[src/core/cmp_regs.vh]
`ifndef CMP_REGS_VH
`define CMP_REGS_VH

// Register offsets (byte address on the 3-bit register port)
`define OFF_CTRL_A_ONE 3'h0
`define OFF_CTRL_A_TWO 3'h1
`define OFF_CTRL_B_ONE 3'h2
`define OFF_CTRL_B_TWO 3'h3
`define OFF_MIRROR     3'h4
`define OFF_IRQ_FLAGS  3'h5
`define OFF_IRQ_MASK   3'h6

// Control A fields
`define CA_ENABLE      7
`define CA_RESULT      6
`define CA_PIN_DRIVE   5
`define CA_INVERT      4
`define CA_SPEED       2
`define CA_HYST        1
`define CA_SYNC        0
`define CA_WMASK       8'hB7
`define CA_RESET       8'h04

// Control B fields
`define CB_RISE        7
`define CB_FALL        6
`define CB_POS_HI      5
`define CB_POS_LO      4
`define CB_NEG_HI      1
`define CB_NEG_LO      0
`define CB_WMASK       8'hF3
`define CB_RESET       8'h00

// Mirror, flag and mask fields
`define MIR_ONE        0
`define MIR_TWO        1
`define IRQ_RESET      2'h0

`endif

[src/core/cmp_channel.v]
`timescale 1ns/1ps
// One comparator's digital path: synchroniser, polarity, timer capture, edges
module cmp_channel (
  input  wire clk_i,
  input  wire rst_n_i,
  input  wire raw_i,
  input  wire enable_i,
  input  wire invert_i,
  input  wire sync_en_i,
  input  wire tmr_fall_i,
  input  wire rise_en_i,
  input  wire fall_en_i,
  output wire result_o,
  output wire gated_o,
  output wire event_o
);

  reg  meta_q;
  reg  sync_q;
  reg  result_q;
  reg  prev_q;
  reg  capt_q;
  reg  event_q;
  wire result_d;
  wire rise;
  wire fall;

  // Analog result is asynchronous to the clock
  always @(posedge clk_i or negedge rst_n_i) begin
    if (!rst_n_i) begin
      meta_q <= 1'b0;
      sync_q <= 1'b0;
    end else begin
      meta_q <= raw_i;
      sync_q <= meta_q;
    end
  end

  // Disabled comparator reads low before inversion
  assign result_d = (enable_i & sync_q) ^ invert_i;

  // Latched once per cycle
  always @(posedge clk_i or negedge rst_n_i) begin
    if (!rst_n_i) begin
      result_q <= 1'b0;
      prev_q   <= 1'b0;
    end else begin
      result_q <= result_d;
      prev_q   <= result_q;
    end
  end

  // Edges seen after polarity, even while disabled
  assign rise = result_q & ~prev_q;
  assign fall = ~result_q & prev_q;

  always @(posedge clk_i or negedge rst_n_i) begin
    if (!rst_n_i) begin
      event_q <= 1'b0;
    end else begin
      event_q <= (rise & rise_en_i) | (fall & fall_en_i);
    end
  end

  // Capture on falling edge of the prescaled timer clock
  always @(posedge clk_i or negedge rst_n_i) begin
    if (!rst_n_i) begin
      capt_q <= 1'b0;
    end else if (tmr_fall_i) begin
      capt_q <= result_q;
    end
  end

  assign gated_o  = sync_en_i ? capt_q : result_q;
  assign result_o = result_q;
  assign event_o  = event_q;

endmodule // cmp_channel

[src/core/cmp_control.v]
// What this block does
// - Hysteresis output follows control A bit 1
// - Sync bit: capture result on timer falling edge
// - Capture uses post-prescaler timer clock
// - Rise/fall detectors set flag when enabled
// - New edge beats simultaneous flag clear
// - Enable bit 7 powers comparator and inputs
// - Edges watched after polarity, even disabled
// - Positive select bits 5-4 to multiplexer
// - Negative select bits 1-0 to multiplexer
// - Result bit 6, inverted by polarity bit
// - Drive enable bit 5 overrides pin latch
// - Mirror register holds both result bits
// - Speed bit 2 resets to one
// - Sync set: update only on timer fall
// - Internal result latched every cycle
//
// Strobed register access and the register addresses are this design's own decisions.
`timescale 1ns/1ps
`include "cmp_regs.vh"

module cmp_control (
  input  wire       CLK_I,
  input  wire       RESETN_I,
  input  wire [2:0] ADDR_I,
  input  wire [7:0] WDATA_I,
  input  wire       WR_I,
  input  wire       RD_I,
  input  wire [1:0] CMP_RAW_I,
  input  wire       TMR_CLK_I,
  input  wire [1:0] PIN_DIR_I,
  output reg  [7:0] RDATA_O,
  output reg  [1:0] CMP_ENABLE_O,
  output reg  [1:0] CMP_HYST_O,
  output reg  [1:0] CMP_SPEED_O,
  output reg  [3:0] CMP_POS_SEL_O,
  output reg  [3:0] CMP_NEG_SEL_O,
  output reg  [1:0] CMP_GATE_O,
  output reg  [1:0] PIN_OUT_O,
  output reg  [1:0] PIN_OE_N_O,
  output reg        IRQ_O
);

  reg        rst_meta_q;
  reg        rst_sync_q;
  wire       rst_n;
  reg        tmr_meta_q;
  reg        tmr_sync_q;
  reg        tmr_prev_q;
  wire       tmr_fall;
  reg  [7:0] ctrl_a1_q;
  reg  [7:0] ctrl_a2_q;
  reg  [7:0] ctrl_b1_q;
  reg  [7:0] ctrl_b2_q;
  reg  [1:0] flag_q;
  reg  [1:0] flag_d;
  reg  [1:0] mask_q;
  reg  [1:0] mask_d;
  reg  [7:0] rdata_d;
  wire       wr_a1;
  wire       wr_a2;
  wire       wr_b1;
  wire       wr_b2;
  wire       wr_mask;
  wire       rd_flags;
  wire [1:0] result;
  wire [1:0] gated;
  wire [1:0] hit;
  wire [1:0] enable;
  wire [1:0] invert;
  wire [1:0] sync_en;
  wire [1:0] rise_en;
  wire [1:0] fall_en;
  wire [1:0] pin_drive;
  wire [7:0] ctrl_a1_rd;
  wire [7:0] ctrl_a2_rd;
  wire [7:0] mirror_rd;

  // Reset release through two flops
  always @(posedge CLK_I or negedge RESETN_I) begin
    if (!RESETN_I) begin
      rst_meta_q <= 1'b0;
      rst_sync_q <= 1'b0;
    end else begin
      rst_meta_q <= 1'b1;
      rst_sync_q <= rst_meta_q;
    end
  end

  assign rst_n = rst_sync_q;

  // Timer clock arrives already prescaled, so no prescaler logic here
  always @(posedge CLK_I or negedge rst_n) begin
    if (!rst_n) begin
      tmr_meta_q <= 1'b0;
      tmr_sync_q <= 1'b0;
      tmr_prev_q <= 1'b0;
    end else begin
      tmr_meta_q <= TMR_CLK_I;
      tmr_sync_q <= tmr_meta_q;
      tmr_prev_q <= tmr_sync_q;
    end
  end

  assign tmr_fall = tmr_prev_q & ~tmr_sync_q;

  // Write decode
  assign wr_a1    = WR_I && (ADDR_I == `OFF_CTRL_A_ONE);
  assign wr_a2    = WR_I && (ADDR_I == `OFF_CTRL_A_TWO);
  assign wr_b1    = WR_I && (ADDR_I == `OFF_CTRL_B_ONE);
  assign wr_b2    = WR_I && (ADDR_I == `OFF_CTRL_B_TWO);
  assign wr_mask  = WR_I && (ADDR_I == `OFF_IRQ_MASK);
  assign rd_flags = RD_I && (ADDR_I == `OFF_IRQ_FLAGS);

  // Control A, comparator one; result bit and bit 3 never stored
  always @(posedge CLK_I or negedge rst_n) begin
    if (!rst_n) begin
      ctrl_a1_q <= `CA_RESET;
    end else if (wr_a1) begin
      ctrl_a1_q <= WDATA_I & `CA_WMASK;
    end
  end

  // Control A, comparator two
  always @(posedge CLK_I or negedge rst_n) begin
    if (!rst_n) begin
      ctrl_a2_q <= `CA_RESET;
    end else if (wr_a2) begin
      ctrl_a2_q <= WDATA_I & `CA_WMASK;
    end
  end

  // Control B, comparator one
  always @(posedge CLK_I or negedge rst_n) begin
    if (!rst_n) begin
      ctrl_b1_q <= `CB_RESET;
    end else if (wr_b1) begin
      ctrl_b1_q <= WDATA_I & `CB_WMASK;
    end
  end

  // Control B, comparator two
  always @(posedge CLK_I or negedge rst_n) begin
    if (!rst_n) begin
      ctrl_b2_q <= `CB_RESET;
    end else if (wr_b2) begin
      ctrl_b2_q <= WDATA_I & `CB_WMASK;
    end
  end

  // Field extraction, index 0 is comparator one
  assign enable    = {ctrl_a2_q[`CA_ENABLE], ctrl_a1_q[`CA_ENABLE]};
  assign invert    = {ctrl_a2_q[`CA_INVERT], ctrl_a1_q[`CA_INVERT]};
  assign sync_en   = {ctrl_a2_q[`CA_SYNC], ctrl_a1_q[`CA_SYNC]};
  assign pin_drive = {ctrl_a2_q[`CA_PIN_DRIVE], ctrl_a1_q[`CA_PIN_DRIVE]};
  assign rise_en   = {ctrl_b2_q[`CB_RISE], ctrl_b1_q[`CB_RISE]};
  assign fall_en   = {ctrl_b2_q[`CB_FALL], ctrl_b1_q[`CB_FALL]};

  cmp_channel u_ch_one (
    .clk_i      (CLK_I),
    .rst_n_i    (rst_n),
    .raw_i      (CMP_RAW_I[0]),
    .enable_i   (enable[0]),
    .invert_i   (invert[0]),
    .sync_en_i  (sync_en[0]),
    .tmr_fall_i (tmr_fall),
    .rise_en_i  (rise_en[0]),
    .fall_en_i  (fall_en[0]),
    .result_o   (result[0]),
    .gated_o    (gated[0]),
    .event_o    (hit[0])
  );

  cmp_channel u_ch_two (
    .clk_i      (CLK_I),
    .rst_n_i    (rst_n),
    .raw_i      (CMP_RAW_I[1]),
    .enable_i   (enable[1]),
    .invert_i   (invert[1]),
    .sync_en_i  (sync_en[1]),
    .tmr_fall_i (tmr_fall),
    .rise_en_i  (rise_en[1]),
    .fall_en_i  (fall_en[1]),
    .result_o   (result[1]),
    .gated_o    (gated[1]),
    .event_o    (hit[1])
  );

  // Sticky flags: a read clears them, but a new edge in that cycle survives
  always @* begin
    flag_d = flag_q;
    if (rd_flags) begin
      flag_d = 2'h0;
    end
    flag_d = flag_d | hit;
  end

  always @(posedge CLK_I or negedge rst_n) begin
    if (!rst_n) begin
      flag_q <= `IRQ_RESET;
    end else begin
      flag_q <= flag_d;
    end
  end

  // Per-comparator interrupt enables
  always @* begin
    mask_d = mask_q;
    if (wr_mask) begin
      mask_d = WDATA_I[1:0];
    end
  end

  always @(posedge CLK_I or negedge rst_n) begin
    if (!rst_n) begin
      mask_q <= `IRQ_RESET;
    end else begin
      mask_q <= mask_d;
    end
  end

  // Read views with the live result in bit 6 of control A, and in bits 1-0 of the mirror
  assign ctrl_a1_rd = {ctrl_a1_q[7], result[0], ctrl_a1_q[5:0]};
  assign ctrl_a2_rd = {ctrl_a2_q[7], result[1], ctrl_a2_q[5:0]};
  assign mirror_rd  = {6'h00, result[1], result[0]};

  // Read decode; unmapped addresses read zero
  always @* begin
    rdata_d = 8'h00;
    if (ADDR_I == `OFF_CTRL_A_ONE) begin
      rdata_d = ctrl_a1_rd;
    end else if (ADDR_I == `OFF_CTRL_A_TWO) begin
      rdata_d = ctrl_a2_rd;
    end else if (ADDR_I == `OFF_CTRL_B_ONE) begin
      rdata_d = ctrl_b1_q;
    end else if (ADDR_I == `OFF_CTRL_B_TWO) begin
      rdata_d = ctrl_b2_q;
    end else if (ADDR_I == `OFF_MIRROR) begin
      rdata_d = mirror_rd;
    end else if (ADDR_I == `OFF_IRQ_FLAGS) begin
      rdata_d = {6'h00, flag_q};
    end else if (ADDR_I == `OFF_IRQ_MASK) begin
      rdata_d = {6'h00, mask_q};
    end
  end

  // Read data valid only in the cycle after the strobe
  always @(posedge CLK_I or negedge rst_n) begin
    if (!rst_n) begin
      RDATA_O <= 8'h00;
    end else if (RD_I) begin
      RDATA_O <= rdata_d;
    end else begin
      RDATA_O <= 8'h00;
    end
  end

  // Analog control outputs
  always @(posedge CLK_I or negedge rst_n) begin
    if (!rst_n) begin
      CMP_ENABLE_O <= 2'h0;
      CMP_HYST_O   <= 2'h0;
      CMP_SPEED_O  <= 2'h3;
    end else begin
      CMP_ENABLE_O <= enable;
      CMP_HYST_O   <= {ctrl_a2_q[`CA_HYST], ctrl_a1_q[`CA_HYST]};
      CMP_SPEED_O  <= {ctrl_a2_q[`CA_SPEED], ctrl_a1_q[`CA_SPEED]};
    end
  end

  // Input multiplexer selects, comparator one in the low pair
  always @(posedge CLK_I or negedge rst_n) begin
    if (!rst_n) begin
      CMP_POS_SEL_O <= 4'h0;
      CMP_NEG_SEL_O <= 4'h0;
    end else begin
      CMP_POS_SEL_O <= {ctrl_b2_q[`CB_POS_HI:`CB_POS_LO],
                        ctrl_b1_q[`CB_POS_HI:`CB_POS_LO]};
      CMP_NEG_SEL_O <= {ctrl_b2_q[`CB_NEG_HI:`CB_NEG_LO],
                        ctrl_b1_q[`CB_NEG_HI:`CB_NEG_LO]};
    end
  end

  // Timer gate feed and pin override; drive enable ignores the enable bit
  always @(posedge CLK_I or negedge rst_n) begin
    if (!rst_n) begin
      CMP_GATE_O <= 2'h0;
      PIN_OUT_O  <= 2'h0;
      PIN_OE_N_O <= 2'h3;
    end else begin
      CMP_GATE_O <= gated;
      PIN_OUT_O  <= gated;
      PIN_OE_N_O <= ~(pin_drive & ~PIN_DIR_I);
    end
  end

  // Level interrupt from unmasked flags, using next-state values
  always @(posedge CLK_I or negedge rst_n) begin
    if (!rst_n) begin
      IRQ_O <= 1'b0;
    end else begin
      IRQ_O <= |(flag_d & mask_d);
    end
  end

endmodule // cmp_control

[config.mk]
export PLATFORM = sky130hd
export DESIGN_NAME = cmp_control
export DESIGN_NICKNAME = d
export VERILOG_FILES = /design/src/core/cmp_channel.v /design/src/core/cmp_control.v
export VERILOG_INCLUDE_DIRS = /design/src /design/src/core
export SDC_FILE = /design/constraint.sdc
export NUM_CORES = 1
export LEC_CHECK = 0
export ABC_AREA = 0
export BUFFER_PORTS_ARGS = -buffer_cell sky130_fd_sc_hd__clkbuf_2
export CAP_MARGIN = 15
export CORE_UTILIZATION = 35
export CTS_BUF_LIST = sky130_fd_sc_hd__clkbuf_4
export DETAILED_ROUTE_END_ITERATION = 8
export PLACE_DENSITY = 0.61
export SYNTH_ARGS = -nofsm -noshare
export SYNTH_HDL_FRONTEND = slang
export SYNTH_SLANG_ARGS = --single-unit
[constraint.sdc]
create_clock -name CLK_I -period 4.3 [get_ports CLK_I]
set_input_delay 0.86 -clock CLK_I [delete_from_list [all_inputs] [get_ports CLK_I]]
set_output_delay 0.86 -clock CLK_I [all_outputs]
set_load 0.02 [all_outputs]
==> flow_summary.toml <==
[critical_path]
worst-endpoint-arrival_ps = 2400
critical_path.reg2reg.startpoint = "ctrl_b2_q[1]"
critical_path.slowest_cell = "sky130_fd_sc_hd__or2_1"
critical_path_buf_inv_count = 1
worstSetupPathType = "input pin to flop"
crit_fanout = 22
rr_endpoint = "RDATA_O[1]"
critPathTopFamily = "simple AND/OR/NAND/NOR gates"
number_of_cells_on_the_worst_reg_to_reg_path = 3
critical_path.startpoint_type = "input pin"
crit_required_ps = 4600
reg2reg_setup_slack_ps = 3120
slowest_delay_ps = 470
critical_path_cell_count = 4
cp_cell_sequence = "clkbuf_2 -> nand2_1 -> or2_1 -> mux2_4"
worst_setup_startpoint = "ADDR_I[1]"
crit_path_end_kind = "flop"

[pwr]
vdd_ir_drop_max_mv = 0.227
intPower_mw = 1.28
pwr_dens_nw_per_um2 = 552
leakage_nw = 1.53
combinationalPowerShare_pct = 19.3
seq_power_share_pct = 51.4
p_switching_mw = 0.499
part_of_the_power_in_the_clock_network_pct = 29.2
netSwitchingFraction_pct = 28.1

[cells_and_area]
layout-drive-gt1-share_pct = 43.4
p_r_area_growth_vs_syn_pct = 17.6
antenna-diode-count = 0
layout.nets = 243

[sta]
worst-slew-pin-transition_ps = 600
hold_ws_ps = 108
finalMaxSlewViolations = 0
fmaxAchievable_ghz = 0.476
worst_slew_margin_rel_pct = 60.0
rsz0062_at_grt = "no"
post-route-min-period_ps = 2100
number_of_endpoints_failing_setup_at_the_final_stage = 0
timing.setup.tns_ps = 0
hold_viol = 0
final_setup_skew_ps = 10.3
final_min_period_over_clock_period_pct = 48.9

[placement]
port-buffer-count = 46
place.gp.congestion = 0.743
post-dp-hpwl_um = 3250

[route]
topRoutingLayerUsed = "met4"
drt-met1-wl_um = 2320
avgViaCountPerCell = 4.68
met2RoutedLength_um = 2300
wl_per_cell_um = 15.0
detailroute.via_count = 1531
drt_iter0_drc = 37
remaining_drc_errors = 0
met3_wirelength_um = 260
antenna_left = 0
totalWireLength_um = 4920
detailedRoute.firstPassIterationCount = 4

[flow_run]
max-cap-violations = 0

[yosys]
synth_sequential_area_ratio_pct = 65.3
synth_cell_types = 34
syn-instance-count = 173
synthesis.area_per_instance_sq_um = 15.8
synth-async-reset-ratio_pct = 100
syn-cell-area_sq_um = 2730
yosysTopAreaCell = "sky130_fd_sc_hd__dfrtp_1"
postSynth.topFlopCell = "sky130_fd_sc_hd__dfrtp_1"
mappedNetlistNets = 193
synth-edff-count = 0
yosysWarningCount = 0
synth-seq-cells = 71
synth.area.top_cells = "sky130_fd_sc_hd__dfrtp_1 60%, sky130_fd_sc_hd__mux2_4 6.6%, sky130_fd_sc_hd__dfstp_2 5.8%, sky130_fd_sc_hd__mux2_2 4.9%, sky130_fd_sc_hd__mux2i_1 4.0%"
synth_top_cell_area_share_pct = 59.5

[clock_tree]
holdBufCountCts = 0
clock_path_buffers = 2
cts_buffers = 9
cts_resized = 0
htree_levels = 3
post_cts_buffers = 0
sinks_on_clock_net = 71
cts.reportedPaths.clkPinSlew_ps = 110
clk_root_buffer_cell = "sky130_fd_sc_hd__clkbuf_4"
worst_skew_pair.late_latency_ps = 410
tritoncts = "done"

[hold_path]
hold_path.class = "flop to async pin"

[floorplanning]
die_w_um = 90.4
dieArea_sq_um = 8160
chipHeight_um = 90.4
core-area_sq_um = 7410
io_pins = 49
floorplan.initialDensity_pct = 36.9
fp-row-count = 31

[global_routing]
antenna_found_initial = 0
grt_util_all_layers_pct = 13.1
number_of_global_route_vias_before_repair = 1580
grt_max_degree = 51
grt_remaining_overflow = 0
first_pass_grt_wire_length_um = 8050

[status]
result_of_the_run = "complete, no violations"
## worst register-to-register path: stages, from the launching register on
cell,delay (ps)
sky130_fd_sc_hd__dfrtp_1,410
sky130_fd_sc_hd__mux4_2,470
sky130_fd_sc_hd__o21ai_1,130
sky130_fd_sc_hd__a21oi_1,50
## worst max-delay path by stage
| stage | end |
|---|---|
| after detailed placement | ctrl_b2_q[4] |
| after global placement | ctrl_b2_q[6] |
| final | ctrl_b2_q[4] |
| after CTS | ctrl_b2_q[4] |
| after floorplan | CMP_ENABLE_O[0] |
| after global routing | ctrl_b2_q[6] |
## routing by layer
layer | vias up | track usage, %
li1 | 703 | -
met1 | 777 | 17.4
met2 | 45 | 20.1
met3 | 6 | 5.30
met4 | 0 | 3.23
met5 | - | 0
## Yosys cell counts (all sizes together), types with 2 or more instances
master,n
nand2b,6
dfrtp,65
nand4b,2
a21oi,2
or2,2
nor2,4
dfstp,6
mux2,30
o21ai,3
conb,2
nand2,5
nor3b,2
a21o,2
and2,4
buf,9
o22ai,5
nand3b,3
mux2i,11
xnor2,2
## cell type report
type,count,area (sq um)
Multi-Input combinational cell,93,868
Clock inverter,7,111
Clock buffer,9,67.6
Timing Repair Buffer,48,258
Sequential cell,71,1790
Fill cell,674,4190
Tap cell,99,124
## logic make-up (layout without fill, tap and decap cells)
group / count (synthesis) / count (layout) / synth area share [%]
AOI/OAI and AO/OA: 17 / 17 / 4.21
other: 2 / 2 / 0.275
xor gates and xnor gates: 2 / 2 / 0.641
and+or+nand+nor: 30 / 30 / 7.78
muxes: 42 / 42 / 18.9
buffers and inverters: 9 / 64 / 2.93
DFF: 71 / 71 / 65.3
## registers in the layout (all words and copies together) (netlist names), 2 cells and up
signal         cells
CMP_ENABLE_O       2
CMP_HYST_O         2
CMP_NEG_SEL_O      4
CMP_POS_SEL_O      4
CMP_SPEED_O        2
PIN_OE_N_O         2
PIN_OUT_O          2
RDATA_O            7
ctrl_a1_q          6
ctrl_a2_q          6
ctrl_b1_q          6
ctrl_b2_q          6
flag_q             2
mask_q             2
## power groups by stage
stage | combinational, mW | clock [mW] | sequential (mW)
after floorplan | 0.190 | 0 | 0.975
after global placement | 0.332 | 0 | 0.931
after detailed placement | 0.338 | 0 | 0.933
after CTS | 0.339 | 0.534 | 0.922
after global routing | 0.370 | 0.557 | 0.933
final | 0.343 | 0.518 | 0.912
## per-stage QoR
step / power, mW / area (sq um) / worst slack, ps / util, % / cells
4_1_cts: 1.79 / 3190 / 2220 / 43.1 / 326
6_report: 1.77 / 3210 / 2200 / 43.4 / 327
3_3_place_gp: 1.26 / 3020 / 1810 / 40.7 / 310
5_1_grt: 1.86 / 3210 / 2150 / 43.4 / 327
3_5_place_dp: 1.27 / 3020 / 1780 / 40.7 / 310
2_1_floorplan: 1.16 / 2730 / 2190 / - / 173
## cell usage in the layout, fill, tap and decap left out, drive strengths merged
cell type / count
clkbuf: 55
o21ai: 3
nand2b: 6
a21o: 2
nor3b: 2
nor4b: 1
dfstp: 6
o221a: 1
mux2i: 11
or2: 2
buf: 2
o31a: 1
a21boi: 1
a22o: 1
nor2: 4
clkinvlp: 1
and2: 4
mux4: 1
nand3: 1
a21oi: 2
clkinv: 3
o21a: 1
bufinv: 3
o22ai: 5
mux2: 30
nand2: 5
xnor2: 2
nand3b: 3
conb: 2
nand4b: 2
dfrtp: 65
Note: power is estimated with default switching activity, not from simulation.
